==> src/logic/cc_pkg.sv <==
// Purpose: Shared constants and types for the CPU control and register bank block.
// Assumes: 16-bit data address space, 8-bit data bytes, one clock.
// Notes:   Status-word bit positions and the visible register addresses live here.
package cc_pkg;

    // ------------------------------------------------------------------
    // Address map
    // ------------------------------------------------------------------
    localparam logic [15:0] SFR_LO    = 16'hff00;
    localparam logic [15:0] SFR_HI    = 16'hffff;
    localparam logic [15:0] GPR_LO    = 16'hfee0;
    localparam logic [15:0] GPR_HI    = 16'hfeff;
    localparam logic [15:0] RAM_LO    = 16'hfb00;
    localparam logic [15:0] RAM_HI    = 16'hfeff;
    localparam logic [15:0] RESET_VEC = 16'h0000;
    localparam logic [15:0] BRK_VEC   = 16'h003e;
    localparam logic [15:0] ADR_PC    = 16'hfff8;
    localparam logic [15:0] ADR_SP    = 16'hfffc;
    localparam logic [15:0] ADR_PSW   = 16'hfffe;
    localparam logic [7:0]  LCD_LAST  = 8'h03;

    // ------------------------------------------------------------------
    // Register bank geometry
    // ------------------------------------------------------------------
    localparam int unsigned GPR_N  = 32;
    localparam int unsigned GPR_IW = 5;

    // ------------------------------------------------------------------
    // Status word
    // ------------------------------------------------------------------
    localparam logic [7:0]  PSW_RST = 8'h02;
    localparam int unsigned PSW_IE  = 7;
    localparam int unsigned PSW_Z   = 6;
    localparam int unsigned PSW_RB1 = 5;
    localparam int unsigned PSW_AC  = 4;
    localparam int unsigned PSW_RB0 = 3;
    localparam int unsigned PSW_ISP = 1;
    localparam int unsigned PSW_CY  = 0;
    localparam int unsigned STAT_ERR = 8;

    // ------------------------------------------------------------------
    // Types
    // ------------------------------------------------------------------
    typedef enum logic [3:0] {
        ST_VEC_LO   = 4'h0,
        ST_VEC_HI   = 4'h1,
        ST_VEC_END  = 4'h2,
        ST_RUN      = 4'h3,
        ST_PUSH_PSW = 4'h4,
        ST_PUSH_PCH = 4'h5,
        ST_PUSH_PCL = 4'h6,
        ST_POP_PCL  = 4'h7,
        ST_POP_PCH  = 4'h8,
        ST_POP_PSW  = 4'h9,
        ST_POP_END  = 4'ha
    } cc_state_e;

    typedef enum logic [2:0] {
        ALU_NONE = 3'h0,
        ALU_ADD  = 3'h1,
        ALU_SUB  = 3'h2,
        ALU_ROL  = 3'h3,
        ALU_ROR  = 3'h4,
        ALU_CYLD = 3'h5,
        ALU_CYAN = 3'h6,
        ALU_CYOR = 3'h7
    } cc_alu_e;

endpackage

==> src/logic/cc_gpr_bank.sv <==
// Purpose: Thirty-two byte general register array with byte and pair access.
// Assumes: Pair accesses use an even index; bit 0 of the index is ignored for them.
// Notes:   Port b wins over port a when both write the same byte in one cycle.
`timescale 1ns/1ps
`default_nettype none
module cc_gpr_bank
    import cc_pkg::*;
(
    input  wire logic              ref_clk_i,
    input  wire logic              a_we_i,
    input  wire logic              a_wide_i,
    input  wire logic [GPR_IW-1:0] a_idx_i,
    input  wire logic [15:0]       a_wdata_i,
    output logic      [15:0]       a_rdata_o,
    input  wire logic              b_we_i,
    input  wire logic              b_wide_i,
    input  wire logic [GPR_IW-1:0] b_idx_i,
    input  wire logic [15:0]       b_wdata_i,
    output logic      [15:0]       b_rdata_o
);

    // The banks carry no reset: their contents are undefined until written.
    logic [7:0] mem [GPR_N];

    for (genvar i = 0; i < GPR_N; i++) begin : g_ent
        localparam logic [GPR_IW-1:0] IDX = GPR_IW'(i);
        logic a_hit;
        logic b_hit;
        assign a_hit = a_we_i && (a_wide_i ? a_idx_i[GPR_IW-1:1] == IDX[GPR_IW-1:1]
                                           : a_idx_i == IDX);
        assign b_hit = b_we_i && (b_wide_i ? b_idx_i[GPR_IW-1:1] == IDX[GPR_IW-1:1]
                                           : b_idx_i == IDX);
        always_ff @(posedge ref_clk_i) begin
            if (b_hit) begin
                mem[i] <= (b_wide_i && IDX[0]) ? b_wdata_i[15:8] : b_wdata_i[7:0];
            end else if (a_hit) begin
                mem[i] <= (a_wide_i && IDX[0]) ? a_wdata_i[15:8] : a_wdata_i[7:0];
            end
        end
    end

    assign a_rdata_o = {mem[{a_idx_i[GPR_IW-1:1], 1'b1}], mem[{a_idx_i[GPR_IW-1:1], 1'b0}]};
    assign b_rdata_o = {mem[{b_idx_i[GPR_IW-1:1], 1'b1}], mem[{b_idx_i[GPR_IW-1:1], 1'b0}]};

endmodule
`default_nettype wire

==> src/logic/cc_core_ctrl.sv <==
// Purpose: Instruction pointer, status word, stack pointer and register banks of the core.
// Assumes: The executor drives one command per cycle while busy_o is low.
// Notes:   Stack and vector memories answer a read in the cycle after the strobe.
//
// Operation
// RULE_01 - Addresses FF00H to FFFFH are decoded as the special register window.
// RULE_02 - Software never touches unassigned addresses inside that window.
// RULE_03 - Instruction pointer advances by the fetched instruction's byte length.
// RULE_04 - Branches load the pointer from immediate data or register contents.
// RULE_05 - Reset loads the pointer from vector bytes 0000H and 0001H.
// RULE_06 - Vector low byte comes from the even address, high byte from odd.
// RULE_07 - Status word is pushed on interrupt or push, restored by returns or pop.
// RULE_08 - Reset sets the status word to 02H.
// RULE_09 - Global enable clear refuses all maskable requests; else flags decide.
// RULE_10 - Enable flag cleared by disable or acknowledge, set by enable.
// RULE_11 - Zero flag is set for a zero result and cleared otherwise.
// RULE_12 - Two bank-select bits pick one of four banks, written by bank switch.
// RULE_13 - Half-carry flag marks carry out of or borrow into bit 3.
// RULE_14 - Low-priority requests are refused while the service-level flag is 0.
// RULE_15 - Carry holds add/sub overflow, rotate shift-out and the bit accumulator.
// RULE_16 - The stack pointer addresses only internal high-speed RAM.
// RULE_17 - Stack pointer decrements before each push and increments after each pop.
// RULE_18 - Software loads the stack pointer before using the stack.
// RULE_19 - General registers occupy FEE0H to FEFFH as four banks of eight bytes.
// RULE_20 - Registers work as single bytes or as four 16-bit pairs.
// RULE_21 - Display controller offsets 00H to 03H also hold special registers.
// RULE_22 - Special registers are accessed in their own units; pairs at even addresses.
// RULE_23 - Bank 0 sits at the top of the register area, bank 3 at the bottom.
// RULE_24 - Interrupt entry pushes status and return address; returns pop three bytes.
//
// The register addresses and the plain strobed port were chosen for this implementation.
`timescale 1ns/1ps
`default_nettype none
module cc_core_ctrl
    import cc_pkg::*;
(
    input  wire logic        ref_clk_i,
    input  wire logic        rst_n_i,
    input  wire logic [15:0] bus_addr_i,
    input  wire logic [15:0] bus_wdata_i,
    input  wire logic        bus_wide_i,
    input  wire logic        bus_wr_i,
    input  wire logic        bus_rd_i,
    output logic      [15:0] bus_rdata_o,
    output logic             sfr_hit_o,
    input  wire logic        lcd_acc_i,
    input  wire logic [7:0]  lcd_off_i,
    output logic             lcd_sfr_hit_o,
    input  wire logic        step_i,
    input  wire logic [2:0]  step_len_i,
    input  wire logic        branch_i,
    input  wire logic        branch_reg_i,
    input  wire logic [15:0] branch_target_i,
    input  wire logic        unmask_all_instr_i,
    input  wire logic        mask_all_instr_i,
    input  wire logic        bank_switch_instr_i,
    input  wire logic [1:0]  bank_num_i,
    input  wire logic        push_psw_i,
    input  wire logic        pop_psw_i,
    input  wire logic        irq_return_instr_i,
    input  wire logic        break_return_instr_i,
    input  wire logic        brk_i,
    input  wire cc_alu_e     alu_op_i,
    input  wire logic [7:0]  alu_a_i,
    input  wire logic [7:0]  alu_b_i,
    input  wire logic        alu_bit_i,
    output logic      [7:0]  alu_res_o,
    input  wire logic [2:0]  gpr_sel_i,
    input  wire logic        gpr_wide_i,
    input  wire logic        gpr_we_i,
    input  wire logic [15:0] gpr_wdata_i,
    output logic      [15:0] gpr_rdata_o,
    input  wire logic        irq_req_i,
    input  wire logic        irq_masked_i,
    input  wire logic        irq_low_prio_i,
    input  wire logic [15:0] irq_vector_i,
    output logic             irq_ack_o,
    output logic             stk_we_o,
    output logic             stk_re_o,
    output logic      [15:0] stk_addr_o,
    output logic      [7:0]  stk_wdata_o,
    input  wire logic [7:0]  stk_rdata_i,
    output logic             vec_re_o,
    output logic      [15:0] vec_addr_o,
    input  wire logic [7:0]  vec_rdata_i,
    output logic             busy_o,
    output logic      [15:0] instruction_pointer_o,
    output logic      [7:0]  status_word_o,
    output logic      [15:0] stack_pointer_o,
    output logic             stk_err_o
);

    // ------------------------------------------------------------------
    // State
    // ------------------------------------------------------------------
    typedef struct packed {
        cc_state_e   st;
        logic [15:0] pc;
        logic [7:0]  status_word;
        logic [15:0] sp;
        logic        full;
        logic [15:0] vec;
        logic [7:0]  tmp;
        logic [7:0]  alu_res;
        logic        stk_err;
        logic [15:0] rdata;
    } cc_ctrl_s;

    localparam cc_ctrl_s RST_VAL = '{
        st: ST_VEC_LO, pc: '0, status_word: PSW_RST, sp: '0, full: 1'b0,
        vec: RESET_VEC, tmp: '0, alu_res: '0, stk_err: 1'b0, rdata: '0 };

    cc_ctrl_s r;
    cc_ctrl_s next_r;

    logic [15:0] bus_ea;
    logic        in_gpr;
    logic [15:0] bus_gpr_pair;
    logic [15:0] core_gpr_pair;
    logic [1:0]  bank;
    logic        accept;
    logic        push_ok;
    logic        pop_ok;
    logic [15:0] push_addr;

    // ------------------------------------------------------------------
    // Decode
    // ------------------------------------------------------------------
    assign bus_ea = bus_wide_i ? {bus_addr_i[15:1], 1'b0} : bus_addr_i; // [RULE_22]
    assign in_gpr = bus_ea >= GPR_LO && bus_ea <= GPR_HI;               // [RULE_19]
    assign sfr_hit_o = (bus_rd_i || bus_wr_i) && bus_addr_i >= SFR_LO
                       && bus_addr_i <= SFR_HI;                          // [RULE_01]
    assign lcd_sfr_hit_o = lcd_acc_i && lcd_off_i <= LCD_LAST;         // [RULE_21]
    assign bank = {r.status_word[PSW_RB1], r.status_word[PSW_RB0]};
    assign push_addr = r.sp - 16'h0001;
    assign push_ok = push_addr >= RAM_LO && push_addr <= RAM_HI;        // [RULE_16]
    assign pop_ok = r.sp >= RAM_LO && r.sp <= RAM_HI;                   // [RULE_16]

    assign accept = r.st == ST_RUN && irq_req_i && r.status_word[PSW_IE] && !irq_masked_i
                    && (r.status_word[PSW_ISP] || !irq_low_prio_i);             // [RULE_09] [RULE_14]
    assign irq_ack_o = accept;
    assign busy_o = r.st != ST_RUN;

    // ------------------------------------------------------------------
    // Register banks
    // ------------------------------------------------------------------
    // Bank n lives at FEF8H - 8n, so the physical index is the inverted bank
    // number followed by the register number.
    cc_gpr_bank u_bank (
        .ref_clk_i (ref_clk_i),
        .a_we_i    (bus_wr_i && in_gpr),
        .a_wide_i  (bus_wide_i),
        .a_idx_i   (bus_ea[GPR_IW-1:0]),
        .a_wdata_i (bus_wdata_i),
        .a_rdata_o (bus_gpr_pair),
        .b_we_i    (gpr_we_i && r.st == ST_RUN),
        .b_wide_i  (gpr_wide_i),
        .b_idx_i   ({~bank, gpr_sel_i}),                                // [RULE_12] [RULE_23]
        .b_wdata_i (gpr_wdata_i),
        .b_rdata_o (core_gpr_pair)
    );

    // Pair read always; the executor picks the byte for 8-bit use.
    assign gpr_rdata_o = core_gpr_pair;                                 // [RULE_20]

    // ------------------------------------------------------------------
    // Next state
    // ------------------------------------------------------------------
    always_comb begin
        logic [15:0] pair;
        logic [15:0] wv;
        logic [8:0]  sum;
        logic        err_set;
        pair = '0;
        wv = '0;
        sum = '0;
        err_set = 1'b0;
        next_r = r;
        stk_we_o = 1'b0;
        stk_re_o = 1'b0;
        stk_addr_o = r.sp;
        stk_wdata_o = r.status_word;
        vec_re_o = 1'b0;
        vec_addr_o = r.vec;

        // Bus read: the answer stands for exactly one cycle.
        if (in_gpr) begin
            pair = bus_gpr_pair;                                        // [RULE_19] [RULE_20]
        end else if ({bus_ea[15:1], 1'b0} == ADR_PC) begin
            pair = r.pc;
        end else if ({bus_ea[15:1], 1'b0} == ADR_SP) begin
            pair = r.sp;
        end else if ({bus_ea[15:1], 1'b0} == ADR_PSW) begin
            pair = {7'h00, r.stk_err, r.status_word};
        end
        // Unassigned window addresses read as zero and ignore writes.  [RULE_02]
        next_r.rdata = '0;
        if (bus_rd_i) begin
            next_r.rdata = bus_wide_i ? pair
                         : {8'h00, bus_ea[0] ? pair[15:8] : pair[7:0]};
        end

        // Bus write; the sequencer below overrides it in the same cycle.
        if (bus_wr_i) begin
            wv = bus_wide_i ? bus_wdata_i
               : bus_ea[0] ? {bus_wdata_i[7:0], pair[7:0]} : {pair[15:8], bus_wdata_i[7:0]};
            if ({bus_ea[15:1], 1'b0} == ADR_PC) begin
                next_r.pc = wv;
            end else if ({bus_ea[15:1], 1'b0} == ADR_SP) begin
                next_r.sp = wv;                                         // [RULE_18]
            end else if ({bus_ea[15:1], 1'b0} == ADR_PSW) begin
                next_r.status_word = wv[7:0];
                next_r.stk_err = r.stk_err && !(wv[STAT_ERR] && (bus_ea[0] || bus_wide_i));
            end
        end

        unique case (r.st)
            ST_VEC_LO: begin
                vec_re_o = 1'b1;
                next_r.st = ST_VEC_HI;
            end
            ST_VEC_HI: begin
                next_r.tmp = vec_rdata_i;                               // [RULE_06]
                vec_re_o = 1'b1;
                vec_addr_o = r.vec + 16'h0001;
                next_r.st = ST_VEC_END;
            end
            ST_VEC_END: begin
                next_r.pc = {vec_rdata_i, r.tmp};                       // [RULE_05] [RULE_06]
                next_r.st = ST_RUN;
            end
            ST_RUN: begin
                next_r.tmp = r.status_word;
                if (accept || brk_i) begin
                    next_r.vec = accept ? irq_vector_i : BRK_VEC;
                    next_r.full = 1'b1;
                    next_r.st = ST_PUSH_PSW;                            // [RULE_24]
                    next_r.status_word[PSW_IE] = next_r.status_word[PSW_IE] && !accept; // [RULE_10]
                end else if (irq_return_instr_i || break_return_instr_i) begin
                    next_r.full = 1'b1;
                    next_r.st = ST_POP_PCL;                             // [RULE_24]
                end else if (push_psw_i) begin
                    next_r.full = 1'b0;
                    next_r.st = ST_PUSH_PSW;                            // [RULE_07]
                end else if (pop_psw_i) begin
                    next_r.full = 1'b0;
                    next_r.st = ST_POP_PSW;                             // [RULE_07]
                end else begin
                    if (branch_i) begin
                        next_r.pc = branch_reg_i ? core_gpr_pair : branch_target_i; // [RULE_04]
                    end else if (step_i) begin
                        next_r.pc = r.pc + {13'h0000, step_len_i};      // [RULE_03]
                    end
                    if (unmask_all_instr_i) begin
                        next_r.status_word[PSW_IE] = 1'b1;                      // [RULE_10]
                    end else if (mask_all_instr_i) begin
                        next_r.status_word[PSW_IE] = 1'b0;                      // [RULE_10]
                    end
                    if (bank_switch_instr_i) begin
                        next_r.status_word[PSW_RB1] = bank_num_i[1];            // [RULE_12]
                        next_r.status_word[PSW_RB0] = bank_num_i[0];
                    end
                    unique case (alu_op_i)
                        ALU_ADD: begin
                            sum = {1'b0, alu_a_i} + {1'b0, alu_b_i};
                            next_r.alu_res = sum[7:0];
                            next_r.status_word[PSW_CY] = sum[8];                // [RULE_15]
                            next_r.status_word[PSW_AC] = ({1'b0, alu_a_i[3:0]}
                                + {1'b0, alu_b_i[3:0]}) > 5'h0f;        // [RULE_13]
                            next_r.status_word[PSW_Z] = sum[7:0] == 8'h00;      // [RULE_11]
                        end
                        ALU_SUB: begin
                            sum = {1'b0, alu_a_i} - {1'b0, alu_b_i};
                            next_r.alu_res = sum[7:0];
                            next_r.status_word[PSW_CY] = alu_a_i < alu_b_i;     // [RULE_15]
                            next_r.status_word[PSW_AC] = alu_a_i[3:0] < alu_b_i[3:0]; // [RULE_13]
                            next_r.status_word[PSW_Z] = sum[7:0] == 8'h00;      // [RULE_11]
                        end
                        ALU_ROL: begin
                            next_r.alu_res = {alu_a_i[6:0], alu_a_i[7]};
                            next_r.status_word[PSW_CY] = alu_a_i[7];            // [RULE_15]
                        end
                        ALU_ROR: begin
                            next_r.alu_res = {alu_a_i[0], alu_a_i[7:1]};
                            next_r.status_word[PSW_CY] = alu_a_i[0];            // [RULE_15]
                        end
                        ALU_CYLD: next_r.status_word[PSW_CY] = alu_bit_i;       // [RULE_15]
                        ALU_CYAN: next_r.status_word[PSW_CY] = r.status_word[PSW_CY] & alu_bit_i;
                        ALU_CYOR: next_r.status_word[PSW_CY] = r.status_word[PSW_CY] | alu_bit_i;
                        ALU_NONE: next_r.alu_res = r.alu_res;
                    endcase
                end
            end
            ST_PUSH_PSW, ST_PUSH_PCH, ST_PUSH_PCL: begin
                // Decrement first, then write at the new address.
                stk_addr_o = push_addr;                                 // [RULE_17]
                stk_we_o = push_ok;                                     // [RULE_16]
                err_set = !push_ok;
                next_r.sp = push_addr;
                if (r.st == ST_PUSH_PSW) begin
                    stk_wdata_o = r.tmp;                                // [RULE_07]
                    next_r.st = r.full ? ST_PUSH_PCH : ST_RUN;
                end else if (r.st == ST_PUSH_PCH) begin
                    stk_wdata_o = r.pc[15:8];                           // [RULE_24]
                    next_r.st = ST_PUSH_PCL;
                end else begin
                    stk_wdata_o = r.pc[7:0];
                    next_r.st = ST_VEC_LO;
                end
            end
            ST_POP_PCL, ST_POP_PCH, ST_POP_PSW: begin
                // Read at the current address, then increment.
                stk_re_o = pop_ok;                                      // [RULE_16]
                err_set = !pop_ok;
                next_r.sp = r.sp + 16'h0001;                            // [RULE_17]
                if (r.st == ST_POP_PCL) begin
                    next_r.st = ST_POP_PCH;
                end else if (r.st == ST_POP_PCH) begin
                    next_r.tmp = stk_rdata_i;
                    next_r.st = ST_POP_PSW;
                end else begin
                    if (r.full) begin
                        next_r.pc = {stk_rdata_i, r.tmp};               // [RULE_24]
                    end
                    next_r.st = ST_POP_END;
                end
            end
            ST_POP_END: begin
                next_r.status_word = stk_rdata_i;                               // [RULE_07]
                next_r.st = ST_RUN;
            end
            default: next_r.st = ST_RUN;
        endcase

        // A stack fault in the same cycle as a software clear still lands.
        if (err_set) begin
            next_r.stk_err = 1'b1;
        end
    end

    // ------------------------------------------------------------------
    // Registers
    // ------------------------------------------------------------------
    always_ff @(posedge ref_clk_i or negedge rst_n_i) begin
        if (!rst_n_i) begin
            r <= RST_VAL;                                               // [RULE_05] [RULE_08]
        end else begin
            r <= next_r;
        end
    end

    assign bus_rdata_o = r.rdata;
    assign alu_res_o = r.alu_res;
    assign instruction_pointer_o = r.pc;
    assign status_word_o = r.status_word;
    assign stack_pointer_o = r.sp;
    assign stk_err_o = r.stk_err;

endmodule
`default_nettype wire

==> config.mk <==
export PLATFORM = sky130hd
export DESIGN_NAME = cc_core_ctrl
export DESIGN_NICKNAME = d
export VERILOG_FILES = /design/src/logic/cc_pkg.sv /design/src/logic/cc_gpr_bank.sv /design/src/logic/cc_core_ctrl.sv
export SDC_FILE = /design/constraint.sdc
export NUM_CORES = 1
export LEC_CHECK = 0
export BUFFER_PORTS_ARGS = -buffer_cell sky130_fd_sc_hd__buf_4
export CAP_MARGIN = 25
export CORE_ASPECT_RATIO = 0.6
export CORE_UTILIZATION = 60
export CTS_BUF_LIST = sky130_fd_sc_hd__clkbuf_4 sky130_fd_sc_hd__clkbuf_8 sky130_fd_sc_hd__clkbuf_16
export CTS_CLUSTER_DIAMETER = 150
export DETAILED_ROUTE_END_ITERATION = 16
export MAX_ROUTING_LAYER = met4
export PLACE_DENSITY = 0.81
export SYNTH_ARGS = -nofsm -noshare
export SYNTH_HDL_FRONTEND = slang
export SYNTH_SLANG_ARGS = --single-unit
==> constraint.sdc <==
create_clock -name ref_clk_i -period 4.3 [get_ports ref_clk_i]
set_clock_uncertainty 0.05 [all_clocks]
set_input_delay 0.215 -clock ref_clk_i [delete_from_list [all_inputs] [get_ports ref_clk_i]]
set_output_delay 0.215 -clock ref_clk_i [all_outputs]
set_load 0.03 [all_outputs]
Word-level counts from Yosys, hierarchy flattened
Memories as Yosys holds them, arrays and structs flattened.
Index checks and enable logic that the tools add are counted.
{ "totals": {"ff_bits": 94, "mem_bits_rw": 256, "wordCells": 642, "output_inout_bits": 128, "in_bits": 154, "mem_count": 1} }
{ "mem_list": {"columns": ["memory", "words", "width", "rd", "rd_clocked_by_memory_dff", "write_ports", "line", "rtl"], "rows": [
  ["u_bank.mem", 32, 8, 4, 0, 32, "cc_gpr_bank.sv:23", "logic [7:0] mem [GPR_N];"]
]} }
{ "classes": {"reduce_logical": 116, "n_lt_le_gt_ge": 12, "n_eq_ne": 121, "n_bitwise": 39, "add_sub_neg": 7, "mux": 335} }
{ "ops": {"columns": ["op", "count"], "rows": [
  ["8-bit 2-to-1 mux", 42],
  ["16-bit 2-to-1 mux", 19],
  ["1-bit 2-to-1 mux", 246],
  ["5-bit equality test, second input constant", 32],
  ["5-bit by 4-bit equality test with 1-bit output, second input constant", 16],
  ["1-bit logical AND", 79],
  ["4-bit equality test, second input constant", 19],
  ["16-bit >= comparator, second input constant", 4],
  ["16-bit less-or-equal comparator, second input constant", 4],
  ["21-bit 2-to-1 mux", 3],
  ["4-bit by 3-bit equality test with 1-bit output, second input constant", 12],
  ["16-bit one-hot mux with 3 select lines", 1],
  ["15-bit equality test, second input constant", 3],
  ["5-bit by 3-bit equality test with 1-bit output, second input constant", 8],
  ["40-bit 2-to-1 mux", 1],
  ["1-bit bitwise OR", 33],
  ["16-bit by 1-bit adder with 16-bit output, second input constant", 2],
  ["16-bit one-hot mux with 2 select lines", 1],
  ["8-bit one-hot mux with 4 select lines", 1],
  ["4-bit by 2-bit equality test with 1-bit output, second input constant", 6],
  ["24-bit 2-to-1 mux", 1],
  ["8-bit one-hot mux with 3 select lines", 1],
  ["5-bit by 2-bit equality test with 1-bit output, second input constant", 4],
  ["4-bit 2-to-1 mux", 5],
  ["other kinds (43)", 87]
]} }

Longest topological paths before layout
Gate-level depths: netlist (run 1).
{ "logic_depth": {"ltp_word": 18, "ltp_mapped": 12, "mapped_depth_nobuf": 12} }

Hierarchy
Synthesis (run 1) repeated with hierarchy kept, for this count alone.
{ "hier_totals": {"cells_unflattened": 2309, "area_unflattened_um2": 25635.8} }
{ "by_module_without_submodules": {"columns": ["module", "area_per_inst_um2", "n_inst", "seq_area_each_um2", "cells_per_inst"], "rows": [
  ["cc_gpr_bank", 15777.6, 1, 7687.4, 1015],
  ["cc_core_ctrl", 9858.2, 1, 2353.5, 1294]
]} }

Least setup slack after synthesis (run 1)
OpenSTA, ideal clock, no wires.
{ "synth_path": {"path_kind": "reg2out", "start": "reg r[93] (netlist bit)", "end": "out vec_addr_o[13]", "slack_ns": 0.906, "t_arrival_ns": 3.129, "path_stages_with_launch": 11, "required_time_ns": 4.035, "path_buffers": 2, "path_cell_list": "dfrtp_1 -> buf_1 -> nor3_1 -> and2_1 -> clkbuf_1 -> nand4_1 -> nor2_1 -> and3_1 -> nor2b_1 -> nand3_1 -> xnor2_1"} }
{ "synth_via": {"elab_chain_len": 2} }
{ "synth_lines": {"columns": ["element", "line", "rtl"], "rows": [
  ["start: declaration", "cc_core_ctrl.sv:113", "cc_ctrl_s r;"],
  ["start signal: assignment", "cc_core_ctrl.sv:348", "r <= next_r;"],
  ["4-bit by 1-bit equality test with 1-bit output", "cc_core_ctrl.sv:217", "unique case (r.st)"],
  ["16-bit 2-to-1 mux", "cc_core_ctrl.sv:217", null],
  ["end: declaration", "cc_core_ctrl.sv:84", "output logic [15:0] vec_addr_o,"]
]} }
No other way between the ends.

Worst setup path in the final report (run 1)
{ "layout_path": {"start": "reg r, in the netlist stack_pointer_o[1]", "end": "out stk_addr_o[14]"} }
{ "layout_via": {"elab_chain_len": 2} }
{ "layout_lines": {"columns": ["element", "line", "rtl"], "rows": [
  ["16-bit by 1-bit subtractor with 16-bit output", "cc_core_ctrl.sv:135", "assign push_addr = r.sp - 16'h0001;"],
  ["16-bit 2-to-1 mux", "cc_core_ctrl.sv:217", null],
  ["end: declaration", "cc_core_ctrl.sv:80", "output logic [15:0] stk_addr_o,"]
]} }
No other way between the ends.

==> metrics, run 1 <==
register area share after synthesis=40.15%; Crit Path Class=reg2out; nets=2603; Mapped Cells=2206; HP Class=in2reg; DR vias=22376; r2r setup slk=0.27 ns; status=finished, final reports clean; setup slack at placement=0.6242 ns; largest net degree at the start of global routing=between 60 and 70; Required @ worst endpoint=between 4 and 5 ns; Sink Count=350; via/cell ratio=roughly 7.4; vias in the first global route=21285; warnings from Yosys=0; Chip Height=approximately 160 µm; Die Area=42530 µm²; sequence of cells on the critical path=inv_1 -> ha_1 -> nor3b_1 -> nand3_1 -> or2_1 -> nor4_1 -> nand2_1 -> nor3_1 -> xor2_1 -> buf_4; FF+latch area=10040 µm²; grt ovf=0; # port buffers=around 280; DRC errors left=0; Netlist cell types=about 90; Wirelength per Cell=32.35 µm; TritonRoute pass-1 iters=7; worst-margin pin slew=roughly 1.1 ns; WP data arrival=3.82 ns; Rel. slew slack=27.18%; fraction of layout cells with a size suffix above 1=32.46%; # rows=between 50 and 60; # fillers=2926; CTS tree=yes; Worst R2R End=status_word_o[3]$_DFF_PN0_; clock buffer depth=3; Main synth FF type=edfxtp_1; Placed Cells=just under 3000; Mapped Avg Cell Area=11.34 µm²; asr flop ratio synth=26.86%; Iter 0 DRT Violations=between 4000 and 5000; peak per-stage delay on the critical path=0.55 ns; post-route ant nets=0; most frequent cells in the layout=371 x buf_4, 256 x edfxtp_1, 181 x nand2_1; Final Wtd Congestion=1.060; Worst Hold Depth=3; pwr/cell area=between 500 and 600 nW/µm²; top cells by area, synth=edfxtp_1 31%, mux4_2 14%, dfrtp_1 9.3%, mux2i_1 6.7%, mux2_2 6.5%; CP max-delay cell=nor4_1; RSZ-0062 raised after global routing=false; Syn-to-layout area delta=16.31%; total track usage=about 47%; postcts setup bufs=0; r2r worst-path depth=9; final worst path period share=approximately 95%; leading area contributor after synthesis=edfxtp_1; max cap viols=0; element type at the critical path end=output port; Initial Utilization=61.31%; CP Max Fanout=11; die extent in x=265.6 µm; VDD IR max=0.0003911 V; total routed wirelength=97610 µm; hold_buf cts=51; clk_lat worst skew=about 0.58 ns; total negative slack=0 ns; share of the synthesized area in the top cell type=30.74%; EDFF count, synth=256; setup slack after layout=0.2133 ns; number of synthesized register bits=350; Worst-path clk slew=0.07 ns; Cell Area, Synth=approximately 25000 µm²; H-tree depth=2; Final Hold Vio Count=0; post-layout min period=4.087 ns; Root Driver=clkbuf_16; Startpoint Class=flip-flop; Worst R2R Start=r[92]$_DFFE_PN0P_; initial antenna violation count=7; Non-Filler Instances=a little over 3000; commonest non-fill, non-tap cell in the layout=buf_4; Num CTS Buffers=36; CP startpoint=stack_pointer_o[1]$_DFFE_PN0P_; Max Clk Rate=244.7 MHz; cts repair resizes=0; Syn Nets=2387; io pins=282; Multi-input gate area=13600 µm²; hpwl dp=69350 µm; final setup fails=0; core area=approximately 41000 µm²; Slew Viols, Final=0; Leakage=0.01056 µW; first-pass GRT wire length=141800 µm; Setup crit end=stk_addr_o[14]
-- cell usage after synthesis (all sizes together) (16+ instances only) --
master	n
xnor2	28
mux2i	168
mux2	144
a221oi	17
a31oi	18
mux4	160
nor3	47
o21ai	95
o211ai	16
nand4	28
nor2b	22
buf	128
nand2	181
clkbuf	121
a21oi	112
nand3	60
nor2	146
a22oi	17
nand2b	29
inv	33
dfrtp	93
xor2	20
o22ai	19
edfxtp	256
ha	24
o31ai	19
-- through the flow --
step                      hold WS [ns]  util, %  cell area (µm²)  total power, µW
after floorplan                -0.1306        -            25010             8783
after global placement          0.3188    66.79            27250            10950
after detailed placement        0.3115    66.86            27270            11070
after CTS                     0.003214    71.14            29020            14490
after global routing           0.04834    71.31            29090            15200
final                          0.02405    71.31            29090            14840
-- layout make-up --
type / instances / area share, %
multi-input combinational: 1572 / 46.74
sequential: 350 / 34.52
timing repair buffer: 427 / 11.55
clock buffer: 48 / 3.449
tap: 560 / 2.408
clock inverter: 17 / 0.8086
inverter: 35 / 0.4516
antenna: 8 / 0.06881
-- power by group --
part           switching (µW)  leakage (µW)  internal, µW
clock                    1480      0.000613          1910
sequential                877       0.00348          4000
combinational            4120       0.00647          2440
-- worst min path at each step --
stage	start	to	slack [ns]
after floorplan	rst_n_i	alu_res_o[0]$_DFFE_PN0P_	-0.13
after global routing	alu_a_i[4]	alu_res_o[3]$_DFFE_PN0P_	0.05
after detailed placement	rst_n_i	r[48]$_DFFE_PN0P_	0.31
final	alu_a_i[4]	alu_res_o[3]$_DFFE_PN0P_	0.02
after global placement	rst_n_i	r[48]$_DFFE_PN0P_	0.32
after CTS	alu_a_i[4]	alu_res_o[3]$_DFFE_PN0P_	0.003
-- layer usage --
layer | GRT usage, % | routed length, µm | up-vias
li1 | - | - | 8932
met1 | 64.92 | 36140 | 10902
met2 | 61.47 | 39500 | 2229
met3 | 20.02 | 18120 | 313
met4 | 16.38 | 3852 | 0
met5 | - | 0 | -
-- worst max-delay path: cells and delay by family, from the launching register on --
family	cells	cell delay (ns)
buffers and inverters	2	0.33
AND/OR/NAND/NOR	6	1.94
XOR/XNOR	1	0.20
adder cells (fa/ha/maj)	1	0.25
flip-flops	1	0.54
-- logic make-up after synthesis --
kind of cell | Yosys count | share of synthesized area [%]
AND/OR/NAND/NOR | 598 | 11.88
AO/OA/AOI/OAI | 426 | 11.62
flip-flops | 350 | 40.15
buffers and inverters | 284 | 5.583
XOR/XNOR | 48 | 1.681
multiplexers | 472 | 27.61
adder cells (fa/ha/maj) | 28 | 1.481
-- flip-flops by register name, summed over array words and instances, names as in the netlist --
name,flops
u_bank.mem,256
instruction_pointer_o,16
bus_rdata_o,16
status_word_o,8
r,29
stack_pointer_o,16
alu_res_o,8
stk_err_o,1
Power figures use the tool's default switching activity.
==> run 2, diff against run 1 <==
- CORE_UTILIZATION: 60 -> 58
- PLACE_DENSITY: 0.81 -> 0.79
==> run 2 against run 1 <==
  * Critical path depth fell by 1
  * First-iteration DRC count rose by 0.43%
  * Clock-buffer cell count rose by 3
  * Via count fell by 2.0%
  * Sequential power rose by 1%
  * Worst hold slack got worse by 0.0044 ns
  * Global-route usage fell by 2.1 points
  * Sequential cell count did not move
  * Register-to-register slack improved by 0.65 ns
  * Die area rose by 3.4%
  * Clock power fell by 6%
  * Critical endpoint is now stk_we_o
  * Largest cell class unchanged
  * Largest power group unchanged
  * Highest routed layer unchanged
==> metrics, run 2 (synthesis gave the netlist of run 1 again) <==
Root Driver=clkbuf_16; Num CTS Buffers=36; Int Pwr=8146 µW; switch share=43.88%; cell class contributing the biggest share of worst-path delay=simple AND/OR/NAND/NOR gates; sw power=approximately 6400 µW; nets=between 2000 and 3000; total negative slack=0 ns; die extent in x=around 270 µm; dpl cell area=27250 µm²; HP Class=in2reg; DR vias=roughly 22000; max cap viols=0; Chip Height=162.9 µm; peak per-stage delay on the critical path=0.58 ns; total power=14520 µW; Sink Count=350; Slew Viols, Final=0; CTS tree=yes; Placed Cells=2894; final worst path period share=94.34%; Worst-path clk slew=0.06 ns; clock share of power=22.0%; largest net degree at the start of global routing=62; Rel. slew slack=21.89%; Required @ worst endpoint=4.03 ns; clock buffer depth=3; clk_lat worst skew=about 0.56 ns; core area=42160 µm²; Final Wtd Congestion=1.047; Non-Filler Instances=3005; commonest non-fill, non-tap cell in the layout=buf_4; CP Max Fanout=14; Final Hold Vio Count=0; initial antenna violation count=5; # fillers=3084; H-tree depth=2; WP data arrival=3.79 ns; Worst Hold Depth=3; fraction of layout cells with a size suffix above 1=32.43%; combinational share of power=44.0%; Initial Utilization=approximately three fifths; worst-margin pin slew=approximately 1.2 ns; CP max-delay cell=dfrtp_1; Iter 0 DRT Violations=roughly 4200; r2r worst-path depth=8; Die Area=approximately 44000 µm²; max FFs per register=256; most frequent cells in the layout=365 x buf_4, 256 x edfxtp_1, 181 x nand2_1; Crit Path Class=reg2out; status=finished, final reports clean; Reg power frac=between 30% and 40%; RSZ-0062 raised after global routing=false; pwr/cell area=503.5 nW/µm²; first-pass GRT wire length=around 140000 µm; # port buffers=~280; io pins=282; Leakage=0.01045 µW; vias in the first global route=20536; final setup fails=0; largest registers=u_bank.mem: 256 flops, r: 29 flops; hpwl dp=68720 µm; total track usage=44.96%; stages on the worst setup path=9; grt ovf=0; post-layout min period=4.057 ns; Wirelength per Cell=roughly 32 µm; sequence of cells on the critical path=nor3_1 -> nand4_1 -> nor3_1 -> nor3b_2 -> mux2i_1 -> nor2_1 -> o211ai_1 -> nor2_1 -> buf_4; DRC errors left=0; fin area=28830 µm²; # rows=58; cts repair resizes=0; via/cell ratio=7.296; post-route ant nets=0; Max Clk Rate=246.5 MHz; Syn-to-layout area delta=15.26%; Largest Register=u_bank.mem; TritonRoute pass-1 iters=9; Startpoint Class=flip-flop; total routed wirelength=96700 µm; VDD IR max=between 0.0004 and 0.0005 V; CP bufs+invs=1; element type at the critical path end=output port
## run 2: final cells by class
class / instances / area [µm²] / area share, %
Antenna cell: 5 / 12.51 / 0.04340
Clock buffer: 51 / 1044 / 3.620
Clock inverter: 13 / 103.9 / 0.3602
Inverter: 35 / 131.4 / 0.4557
Multi-Input combinational cell: 1572 / 13600 / 47.17
Sequential cell: 350 / 10040 / 34.83
Tap cell: 570 / 713.2 / 2.474
Timing Repair Buffer: 409 / 3184 / 11.05
## run 2: routing by layer
layer | routed length, µm | GRT usage [%] | vias to the layer above
met5 | 0 | - | -
met3 | 15650 | 16.25 | 244
met2 | 40110 | 60.42 | 1929
met4 | 3569 | 15.06 | 0
li1 | - | - | 8894
met1 | 37380 | 62.58 | 10856
## run 2: final timing paths
| path | slack [ns] | end | start |
|---|---|---|---|
| setup / recovery | 0.24 | stk_we_o | stack_pointer_o[2]$_DFFE_PN0P_ |
| hold / removal | 0.02 | alu_res_o[3]$_DFFE_PN0P_ | alu_a_i[4] |
| setup reg to reg | 0.92 | stk_err_o$_DFFE_PN0P_ | stack_pointer_o[2]$_DFFE_PN0P_ |
| hold reg to reg | 0.44 | alu_res_o[0]$_DFFE_PN0P_ | alu_res_o[0]$_DFFE_PN0P_ |
| max in group asynchronous | 2.87 | stack_pointer_o[6]$_DFFE_PN0P_ | rst_n_i |
| min in group asynchronous | 0.26 | r[48]$_DFFE_PN0P_ | rst_n_i |
## run 2: power by group through the flow
stage               combinational (µW)  clock [µW]  sequential [µW]
finish                            6380        3200             4940
global route                      6660        3320             4940
CTS                               6200        3180             4860
detailed placement                6120           0             4920
global placement                  6020           0             4920
floorplan                         4450           0             4340
## run 2: through the flow
| step | hold WS (ns) | util [%] | setup slack (ns) |
|---|---|---|---|
| global route | 0.004255 | 68.38 | 0.1432 |
| finish | 0.01968 | 68.38 | 0.2432 |
| floorplan | -0.1306 | - | 0.9062 |
| detailed placement | 0.3102 | 64.63 | 0.7389 |
| global placement | 0.3066 | 64.53 | 0.7862 |
| CTS | 0.003195 | 68.35 | 0.4119 |
## run 2: what timing repair did
action,CTS,global route
hold buffers,42,0
endpoints found under the hold margin,105,0
buffers inserted,0,0
## run 2: worst register-to-register path, cell delays in order, from the launching register on
cell and delay [ns]:
dfrtp_1 0.58, nor3_1 0.41, nand4_1 0.29, nor3_1 0.46, nor3b_2 0.53, nand2_1 0.17
nor3_1 0.17, o211ai_1 0.20, a221o_1 0.40
